[config.mk]
export PLATFORM = sky130hd
export DESIGN_NAME = opc_operate_state_query_ctrl
export DESIGN_NICKNAME = d
export VERILOG_FILES = /design/src/rtl/opc_operate_state_query_pkg.sv /design/src/rtl/opc_operate_state_query_ctrl.sv
export VERILOG_INCLUDE_DIRS = /design/src /design/src/rtl
export SDC_FILE = /design/constraint.sdc
export NUM_CORES = 1
export LEC_CHECK = 0
export BUFFER_PORTS_ARGS = -buffer_cell sky130_fd_sc_hd__buf_2
export CELL_PAD_IN_SITES_DETAIL_PLACEMENT = 1
export CELL_PAD_IN_SITES_GLOBAL_PLACEMENT = 1
export CORE_MARGIN = 5
export CORE_UTILIZATION = 35
export CTS_BUF_LIST = sky130_fd_sc_hd__clkbuf_16
export CTS_CLUSTER_SIZE = 12
export DETAILED_ROUTE_END_ITERATION = 12
export HOLD_SLACK_MARGIN = 0.12
export PLACE_DENSITY_LB_ADDON = 0.1
export REMOVE_ABC_BUFFERS = 1
export SLEW_MARGIN = 20
export SYNTH_ARGS = -nofsm -noshare
export SYNTH_HDL_FRONTEND = slang
export SYNTH_SLANG_ARGS = --single-unit
[constraint.sdc]
create_clock -name clock -period 1.5 [get_ports clock]
set_clock_uncertainty 0.1 [all_clocks]
set_input_delay 0.45 -clock clock [delete_from_list [all_inputs] [get_ports clock]]
set_output_delay 0.45 -clock clock [all_outputs]
set_load 0.01 [all_outputs]
[src/rtl/opc_operate_state_query_defines.svh]
// Purpose: Constants for the completion and operate command block
// Assumes: Commands arrive already decoded, one per cycle at most
// Notes:   Timing counts are in clock cycles at 250 MHz
`ifndef OPC_OPERATE_STATE_QUERY_DEFINES_SVH
`define OPC_OPERATE_STATE_QUERY_DEFINES_SVH
`define ESR_OPC_BIT        0
`define CLK_PERIOD_NS      4
`define SETTLE_TIME_NS     1000
`define SETTLE_CYCLES      ((`SETTLE_TIME_NS + `CLK_PERIOD_NS - 1) / `CLK_PERIOD_NS)
`define CHAR_ONE           8'h31
`define CHAR_ZERO          8'h30
`endif

[src/rtl/opc_operate_state_query_pkg.sv]
// Purpose: Types for the completion and operate command block
// Assumes: Nothing beyond the defines header
// Notes:   Command codes are local to this block
package opc_operate_state_query_pkg;
  typedef enum logic [2:0] {
    CMD_NONE,
    CMD_OPC,
    CMD_OPC_QUERY,
    CMD_ENTER_OPERATE,
    CMD_OPERATE_QUERY,
    CMD_STANDBY
  } cmd_e;
  typedef enum logic [1:0] {
    IDLE,
    WAIT_OPC,
    WAIT_QUERY
  } seq_e;
endpackage

[src/rtl/opc_operate_state_query_ctrl.sv]
// Purpose: Operation-complete command and query, operate command and state query
// Assumes: A parser upstream presents one decoded command with cmd_valid
// Notes:   Port select only steers which port gets the reply
// Operation
// [RL1] Completion command sets event status bit 0 once nothing is pending
// [RL2] Completion query replies the character 1 after all pending work ends
// [RL3] No reply to the completion query while any operation is pending
// [RL4] Host waits for the query reply before sending more commands
// [RL5] Both commands taken from either port; they finish before the next
// [RL6] Operate command enters operate mode and connects output to terminals
// [RL7] Operate command acts as the front panel operate key in standby
// [RL8] Entering operate mode lights the operate indicator on the display
// [RL9] Operate command from either port runs overlapped with later commands
// [RL10] Operate state query replies 1 in operate mode and 0 in standby
// [RL11] Pending flag set while an overlapped command runs, drives completion
`timescale 1ns/1ps
`include "opc_operate_state_query_defines.svh"
module opc_operate_state_query_ctrl #(
  parameter int SETTLE_CYCLES = `SETTLE_CYCLES
) (
  // Clock and reset
  input  wire logic                 clock,
  input  wire logic                 sys_rst,
  // Decoded command
  input  wire logic                 cmd_valid,
  input  wire opc_operate_state_query_pkg::cmd_e   cmd_code,
  input  wire logic                 cmd_port,
  output logic                      cmd_ready,
  // Front panel key, asynchronous pin
  input  wire logic                 operate_key,
  // Status and reply
  output logic                      esr_opc_set,
  output logic                      reply_valid,
  output logic [7:0]                reply_char,
  output logic                      reply_port,
  // Output path
  output logic                      operate_mode,
  output logic                      output_connect,
  output logic                      operate_indicator,
  output logic                      op_pending
);
  localparam int CW = $clog2(SETTLE_CYCLES + 1);

  opc_operate_state_query_pkg::seq_e seq_q, seq_d;
  logic [CW-1:0] cnt_q, cnt_d;
  logic key_s1_q, key_s2_q, key_s3_q;
  logic operate_state_query_q, operate_state_query_d, pend_q, pend_d;
  logic esr_q, esr_d, rv_q, rv_d, rp_q, rp_d, rdy_q, rdy_d;
  logic [7:0] rc_q, rc_d;
  logic key_rise, take, start_operate_state_query;

  always_ff @(posedge clock) begin
    if (sys_rst) begin
      key_s1_q <= 1'b0;
      key_s2_q <= 1'b0;
      key_s3_q <= 1'b0;
    end else begin
      key_s1_q <= operate_key;
      key_s2_q <= key_s1_q;
      key_s3_q <= key_s2_q;
    end
  end
  assign key_rise = key_s2_q & ~key_s3_q;
  assign take = cmd_valid & rdy_q;
  // Operate key acts only from standby
  assign start_operate_state_query = (take && cmd_code == opc_operate_state_query_pkg::CMD_ENTER_OPERATE)
                    | (key_rise & ~operate_state_query_q); // [RL7]

  always_comb begin
    seq_d  = seq_q;
    cnt_d  = cnt_q;
    operate_state_query_d = operate_state_query_q;
    pend_d = pend_q;
    esr_d  = 1'b0;
    rv_d   = 1'b0;
    rc_d   = rc_q;
    rp_d   = rp_q;
    // Overlapped settle: pending while the output connects
    if (pend_q) begin
      if (cnt_q == CW'(1)) begin
        pend_d = 1'b0; // [RL11]
        cnt_d  = '0;
      end else begin
        cnt_d = cnt_q - CW'(1);
      end
    end
    if (start_operate_state_query) begin
      operate_state_query_d = 1'b1; // [RL6]
      pend_d = 1'b1; // [RL9] [RL11]
      cnt_d  = CW'(SETTLE_CYCLES);
    end
    if (take && cmd_code == opc_operate_state_query_pkg::CMD_STANDBY) begin
      operate_state_query_d = 1'b0;
    end
    case (seq_q)
      opc_operate_state_query_pkg::IDLE: begin
        if (take) begin
          rp_d = cmd_port; // [RL5]
          case (cmd_code)
            opc_operate_state_query_pkg::CMD_OPC:           seq_d = opc_operate_state_query_pkg::WAIT_OPC;
            opc_operate_state_query_pkg::CMD_OPC_QUERY:     seq_d = opc_operate_state_query_pkg::WAIT_QUERY;
            opc_operate_state_query_pkg::CMD_OPERATE_QUERY: begin
              rv_d = 1'b1;
              rc_d = operate_state_query_q ? `CHAR_ONE : `CHAR_ZERO; // [RL10]
            end
            default: ;
          endcase
        end
      end
      opc_operate_state_query_pkg::WAIT_OPC: begin
        if (!pend_q) begin
          esr_d = 1'b1; // [RL1]
          seq_d = opc_operate_state_query_pkg::IDLE;
        end
      end
      opc_operate_state_query_pkg::WAIT_QUERY: begin
        if (!pend_q) begin
          rv_d  = 1'b1; // [RL2] [RL3]
          rc_d  = `CHAR_ONE;
          seq_d = opc_operate_state_query_pkg::IDLE;
        end
      end
      default: seq_d = opc_operate_state_query_pkg::IDLE;
    endcase
    // Sequential commands block the next until done
    rdy_d = (seq_d == opc_operate_state_query_pkg::IDLE) && !(take && seq_q == opc_operate_state_query_pkg::IDLE
            && (cmd_code == opc_operate_state_query_pkg::CMD_OPC
             || cmd_code == opc_operate_state_query_pkg::CMD_OPC_QUERY)); // [RL5] [RL4]
  end

  always_ff @(posedge clock) begin
    if (sys_rst) begin
      seq_q  <= opc_operate_state_query_pkg::IDLE;
      cnt_q  <= '0;
      operate_state_query_q <= 1'b0;
      pend_q <= 1'b0;
      esr_q  <= 1'b0;
      rv_q   <= 1'b0;
      rc_q   <= 8'h00;
      rp_q   <= 1'b0;
      rdy_q  <= 1'b0;
    end else begin
      seq_q  <= seq_d;
      cnt_q  <= cnt_d;
      operate_state_query_q <= operate_state_query_d;
      pend_q <= pend_d;
      esr_q  <= esr_d;
      rv_q   <= rv_d;
      rc_q   <= rc_d;
      rp_q   <= rp_d;
      rdy_q  <= rdy_d;
    end
  end

  assign cmd_ready         = rdy_q;
  assign esr_opc_set       = esr_q;
  assign reply_valid       = rv_q;
  assign reply_char        = rc_q;
  assign reply_port        = rp_q;
  assign operate_mode      = operate_state_query_q;
  assign output_connect    = operate_state_query_q; // [RL6]
  assign operate_indicator = operate_state_query_q; // [RL8]
  assign op_pending        = pend_q;

  // Assertions
  AST_OPC_ONLY_IDLE: assert property (@(posedge clock) disable iff (sys_rst) // [RL1]
    esr_opc_set |-> !$past(op_pending)) else $error("opc set while pending");
  AST_OPC_HOLD: assert property (@(posedge clock) disable iff (sys_rst) // [RL1]
    (seq_q == opc_operate_state_query_pkg::WAIT_OPC && pend_q) |=> !esr_opc_set)
    else $error("opc set before work ended");
  AST_ESR_PULSE: assert property (@(posedge clock) disable iff (sys_rst) // [RL1]
    esr_opc_set |=> !esr_opc_set) else $error("opc set longer than one cycle");
  AST_QUERY_HOLD: assert property (@(posedge clock) disable iff (sys_rst) // [RL3]
    (seq_q == opc_operate_state_query_pkg::WAIT_QUERY && pend_q) |=> !reply_valid)
    else $error("query answered while pending");
  AST_QUERY_ONE: assert property (@(posedge clock) disable iff (sys_rst) // [RL2]
    (seq_q == opc_operate_state_query_pkg::WAIT_QUERY && !pend_q) |=> reply_valid && reply_char == 8'h31)
    else $error("query reply missing or wrong");
  AST_QUERY_READY: assert property (@(posedge clock) disable iff (sys_rst) // [RL5]
    (seq_q == opc_operate_state_query_pkg::WAIT_QUERY && !pend_q) |=> cmd_ready)
    else $error("ready not back after reply");
  AST_OPERATE_STATE_QUERY_ENTER: assert property (@(posedge clock) disable iff (sys_rst) // [RL6]
    (take && cmd_code == opc_operate_state_query_pkg::CMD_ENTER_OPERATE) |=> operate_mode && output_connect)
    else $error("operate not entered");
  AST_INDICATOR: assert property (@(posedge clock) disable iff (sys_rst) // [RL8]
    (start_operate_state_query && !(take && cmd_code == opc_operate_state_query_pkg::CMD_STANDBY)) |=> operate_indicator)
    else $error("indicator off");
  AST_KEY_STANDBY: assert property (@(posedge clock) disable iff (sys_rst) // [RL7]
    (key_rise && !operate_state_query_q && !(take && cmd_code == opc_operate_state_query_pkg::CMD_STANDBY))
    |=> operate_mode && op_pending) else $error("key ignored");
  AST_STANDBY: assert property (@(posedge clock) disable iff (sys_rst) // [RL7]
    (take && cmd_code == opc_operate_state_query_pkg::CMD_STANDBY) |=> !operate_mode)
    else $error("standby not entered");
  AST_PEND_START: assert property (@(posedge clock) disable iff (sys_rst) // [RL11]
    start_operate_state_query |=> op_pending) else $error("pending not raised");
  AST_OVERLAP: assert property (@(posedge clock) disable iff (sys_rst) // [RL9]
    (take && cmd_code == opc_operate_state_query_pkg::CMD_ENTER_OPERATE && seq_q == opc_operate_state_query_pkg::IDLE)
    |=> cmd_ready) else $error("operate blocked commands");
  AST_STATE_Q: assert property (@(posedge clock) disable iff (sys_rst) // [RL10]
    (take && cmd_code == opc_operate_state_query_pkg::CMD_OPERATE_QUERY && seq_q == opc_operate_state_query_pkg::IDLE)
    |=> reply_valid && reply_char == ($past(operate_state_query_q) ? 8'h31 : 8'h30)) else $error("bad state");
  AST_REPLY_PORT: assert property (@(posedge clock) disable iff (sys_rst) // [RL5]
    (take && cmd_code == opc_operate_state_query_pkg::CMD_OPERATE_QUERY && seq_q == opc_operate_state_query_pkg::IDLE)
    |=> reply_port == $past(cmd_port)) else $error("reply on wrong port");
  AST_SEQ_BLOCK: assert property (@(posedge clock) disable iff (sys_rst) // [RL5]
    (take && cmd_code == opc_operate_state_query_pkg::CMD_OPC_QUERY) |=> !cmd_ready)
    else $error("query not sequential");
  AST_READY_WAIT: assert property (@(posedge clock) disable iff (sys_rst) // [RL5]
    (seq_q != opc_operate_state_query_pkg::IDLE) |-> !cmd_ready) else $error("ready while busy");
  AST_PEND_END: assert property (@(posedge clock) disable iff (sys_rst) // [RL11]
    (pend_q && cnt_q == CW'(1) && !start_operate_state_query) |=> !op_pending) else $error("pending stuck");

  // Main scenarios reached
  COV_OPC: cover property (@(posedge clock) esr_opc_set);
  COV_QUERY_WAIT: cover property (@(posedge clock)
    (seq_q == opc_operate_state_query_pkg::WAIT_QUERY && pend_q) ##[1:300] reply_valid);
  COV_KEY: cover property (@(posedge clock) key_rise && !operate_state_query_q);
  COV_OVERLAP: cover property (@(posedge clock)
    take && cmd_code == opc_operate_state_query_pkg::CMD_OPERATE_QUERY && pend_q);
  COV_STANDBY: cover property (@(posedge clock)
    take && cmd_code == opc_operate_state_query_pkg::CMD_STANDBY);
endmodule // opc_operate_state_query_ctrl

Word level (Yosys, flattened, before mapping) --
Cells that the tools add are included.
Word-level totals: register bits 27, input bits 8, word-level logic and storage cells 68
Operators by class: add/subtract/negate cells 1, eq/ne operators 11, muxes and demuxes 19, bitwise logic cells 7, reductions and logical operators 17
Operator list (count):
- 8-bit 2-to-1 mux | 6
- 8-bit case mux with 2 select lines | 1
- 8-bit by 1-bit equality test with 1-bit output (second input constant) | 1
- 2-bit case mux with 2 select lines | 2
- 2-bit OR reduction | 4
- 8-bit by 1-bit subtractor with 8-bit output (second input constant) | 1
- 1-bit 2-to-1 mux | 7
- 3-bit by 2-bit equality test with 1-bit output (second input constant) | 2
- 3-bit equality test (second input constant) | 2
- 1-bit logical AND | 5
- 2-bit zero test | 2
- 2-bit 2-to-1 mux | 2
- 2-bit inequality test (second input constant) | 2
- 4-bit AND reduction | 1
- 2-bit nonzero test | 2
- 1-bit bitwise AND | 3
- 3-bit by 1-bit equality test with 1-bit output (second input constant) | 1
- 1-bit inverter | 3
- 2-bit by 1-bit equality test with 1-bit output (second input constant) | 1
- 2-bit equality test (second input constant) | 1
- 2-bit by 1-bit inequality test with 1-bit output (second input constant) | 1
- 1-bit case mux with 2 select lines | 1
- 2-bit AND reduction | 1
- 1-bit zero test | 1
- 2 further kinds | 2

Depth between registers and ports, before layout --
word-level depth 6, mapped depth 6, depth with buffers taken out 6

Least setup slack after synthesis --
No wires, ideal clock.
path kind flip-flop to flip-flop, start point reg cnt_q[1], end point reg cnt_q[5], library setup time 0.074 ns, arrival 1.309 ns, slack 0.017 ns, cell stages (with the launch flop) 7, buffers on the path 0, cells stage by stage dfxtp_1 -> inv_1 -> ha_1 -> nor3b_2 -> nand2_1 -> or3b_1 -> a31oi_1
On the way: cells in the longest elaborated chain, start to end 4
RTL lines:
- from (decl) | line opc_operate_state_query_ctrl.sv:45 | logic [CW-1:0] cnt_q, cnt_d;
- from (signal assigned) | line opc_operate_state_query_ctrl.sv:144 | cnt_q <= cnt_d;
- 8-bit by 1-bit subtractor with 8-bit output / 8-bit by 1-bit equality test with 1-bit output (equally long branches) | line opc_operate_state_query_ctrl.sv:84, opc_operate_state_query_ctrl.sv:80
- 8-bit 2-to-1 mux (*) | line opc_operate_state_query_ctrl.sv:80 | if (cnt_q == CW'(1)) begin
- 8-bit 2-to-1 mux (*) | line opc_operate_state_query_ctrl.sv:79 | if (pend_q) begin
- 8-bit 2-to-1 mux (*) | line opc_operate_state_query_ctrl.sv:87 | if (start_operate_state_query) begin
Every way passes the cells marked *; elsewhere a longest branch is shown, timed or not. The select of a mux whose other input is x is not followed. A chain may end at the register's enable or synchronous reset.

Worst setup path in the final report --
start point reg cnt_q[0], end point reg cnt_q[7]
Same word-level chain as after synthesis.

==> flow_metrics.tcl <==
set metrics [dict create \
    synth_edf_count 0 \
    io_buffers 18 \
    synth-seq-cells 21 \
    status "finished, violations left" \
    cap_violations 0 \
    finalCritPeriodShare 1.024 \
    grt_start_max_net_pins 22 \
    syn_inst 124 \
    cts_buffers 3 \
    pre_cts_ws_ps -145.4 \
    pin_count 24 \
    n_antenna_cell 0 \
    avgSynthCellArea_um2 8.799 \
    fp.dieH_um 65.83 \
    grt_overflow 0 \
    cts-htree-levels 1 \
    clock_sinks 21 \
    violations "negative setup slack" \
    cp_slowest_cell "dfxtp_4" \
    fmax_mhz 651.1 \
    synthTopCellsByCount "dfxtp_1, a21oi_1, buf_4, inv_1" \
    path_class "flip-flop to flip-flop" \
    worst_slack_ps -35.95 \
    drtAntennaViolNets 0 \
    min_from "operate_key" \
    hpwlAfterDp_mm 1.929 \
    yosysMostFrequentCell "dfxtp_1" \
    area_delta_synth_final_pct 36.58 \
    clockBufferDepth 2 \
    worst_r2r_endpoint "cnt_q[7]$_SDFFE_PP0P_" \
    fin_util 0.4921 \
    path_cells "ha_4 > nor3b_4 > buf_4 > or3_1 > a31oi_1" \
    fin_setup_tns_ps -37.23 \
    synth.largest_area_cell "dfxtp_1" \
    leakage_nw 0.6258 \
    dr.pass1.iters 4 \
    clock_latency_ps 260 \
    antenna_found_initial 0 \
    hp-class "input port to flip-flop" \
    synth.top_cell.area_share 0.3853 \
    grt_pass1_wl_mm 4.705 \
    cp.required_ps 1580 \
    core_area_um2 3028 \
    core.rowCount 20 \
    crit_fanout 5 \
    drive_gt1_frac 0.3885 \
    whs_endpoint "key_s1_q$_SDFF_PP0_" \
    cts-root-buf "clkbuf_16" \
    gp_congestion 0.7486 \
    min_period_ps 1536 \
    via_count 982 \
    finalSetupViolCount 2 \
    drt_iter0_drc 50 \
    viasPerCell 4.886 \
    min_path_cells 2 \
    finalHoldViolCount 0 \
    start_util 0.3603 \
    cellPowerDensity_nw_per_um2 1000 \
    fp.dieW_um 65.83 \
    drc 0 \
    dominantRegCellSynth "dfxtp_1" \
    worst_path_largest_cell_delay_ps 370 \
    fillers 356 \
    start_kind "flip-flop" \
    synth_seq_area_share 0.3853 \
    track_usage 0.1409 \
    peakVddDrop_mv 0.4888 \
    arrival_ps 1610 \
    wl_per_cell_um 13.67 \
    first_global_vias 1028 \
    clk_pin_slew_ps 60 \
    rr_worst_depth 5 \
    async_flop_share 0 \
    nets 172 \
    ctsHoldBuffers 0 \
    slew_violations 0 \
    rsz0062_at_grt "true" \
    synth_area_leaders "dfxtp_1, ha_1, buf_4" \
    wl_mm 2.748 \
    cp-end-kind "flip-flop" \
    yosys_warnings 0 \
    cts_tree "built" \
    total_power_mw 1.491 \
    r2r_slack_ps -40 \
    ys_types 38 \
    fp.dieArea_um2 4334 \
    synth_area_um2 1091 \
    r2r-start "cnt_q[0]$_SDFFE_PP0P_" \
]
state kept, by name, indices dropped and copies added, names as in the netlist:
signal	flops
cmd_ready	1
cnt_q	8
esr_opc_set	1
key_s1_q	1
key_s2_q	1
key_s3_q	1
op_pending	1
operate_indicator	1
reply_char	2
reply_port	1
reply_valid	1
seq_q	2
cells in the final DEF (no fill, tap or decap), drive strengths merged, types with 2 or more instances in the layout:
cell	count
nand3	4
nand4b	2
ha	6
clkbuf	3
nand2	8
nor3	2
a21oi	10
inv	10
buf	36
nor2b	5
a31oi	5
dfxtp	21
nor3b	5
o21ai	5
mux2i	3
a211oi	2
conb	5
nor2	8
power breakdown:
group          leakage (nW)  switching (mW)  internal (mW)
Combinational         0.408           0.148          0.136
Sequential            0.176          0.0418          0.598
Clock                0.0423           0.211          0.356
Total                 0.626           0.401           1.09
metal layers:
metal  global-route usage  wire, um  vias to the layer above
li1                     -         -                      492
met1               0.1877      1354                      462
met2               0.2228      1220                       24
met3              0.03231       138                        4
met4              0.04663        35                        0
met5                    0         0                        -
how the worst max path moves through the flow:
| stage | to | slack [ps] | cells after the start | start |
|---|---|---|---|---|
| floorplan | cnt_q[5]$_SDFFE_PP0P_ | -50 | 4 | op_pending$_SDFF_PP0_ |
| global placement | cmd_ready$_SDFF_PP0_ | -120 | 5 | cmd_code[1] |
| detailed placement | cmd_ready$_SDFF_PP0_ | -150 | 5 | cmd_code[1] |
| CTS | cnt_q[5]$_SDFFE_PP0P_ | -10 | 5 | cnt_q[1]$_SDFFE_PP0P_ |
| global route | cnt_q[2]$_SDFFE_PP0P_ | -100 | 5 | cnt_q[0]$_SDFFE_PP0P_ |
| finish | cnt_q[7]$_SDFFE_PP0P_ | -40 | 5 | cnt_q[0]$_SDFFE_PP0P_ |
what timing repair did:
item | 4_1_cts | 5_1_grt
resized for setup | 14 | 13
setup buffers | 1 | 2
pin swaps | 4 | 8
setup endpoints to repair | 9 | 11
area by class of cell:
cell class | count | area [um2] | area share
multi-input cells | 87 | 658.1 | 0.4416
repair buffers | 36 | 229.0 | 0.1537
clock inverters | 1 | 3.754 | 0.002519
inverters | 9 | 33.78 | 0.02267
flip-flops and latches | 21 | 435.4 | 0.2922
well taps | 44 | 55.05 | 0.03694
clock buffers | 3 | 75.07 | 0.05038
worst max-delay path, delay by kind of cell, from the launching register on:
kind / cells / cell delay [ps]
buf+inv: 1 / 140
simple gates: 2 / 500
flops: 1 / 370
fa+ha+maj: 1 / 170
compound gates: 1 / 180
through the flow:
stage	hold slack (ps)	cell area (um2)	cells
4_1_cts	314.4	1426	199
3_5_place_dp	334.7	1289	194
2_1_floorplan	313.8	1031	117
5_1_grt	333.5	1490	201
6_report	311.8	1490	201
3_3_place_gp	327.7	1289	194
cells by family (layout without fill, tap and decap cells):
family,after synthesis,count (layout),share of synthesized area
muxes,3,3,0.02752
xor gates and xnor gates,1,1,0.008029
DFF,21,21,0.3853
other,1,5,0.003437
adders and majority gates,6,6,0.06881
AOI/OAI and AO/OA,28,28,0.1571
buffers and inverters,20,49,0.09977
and+or+nand+nor,44,44,0.2500
Power figures use the tool's default switching activity.
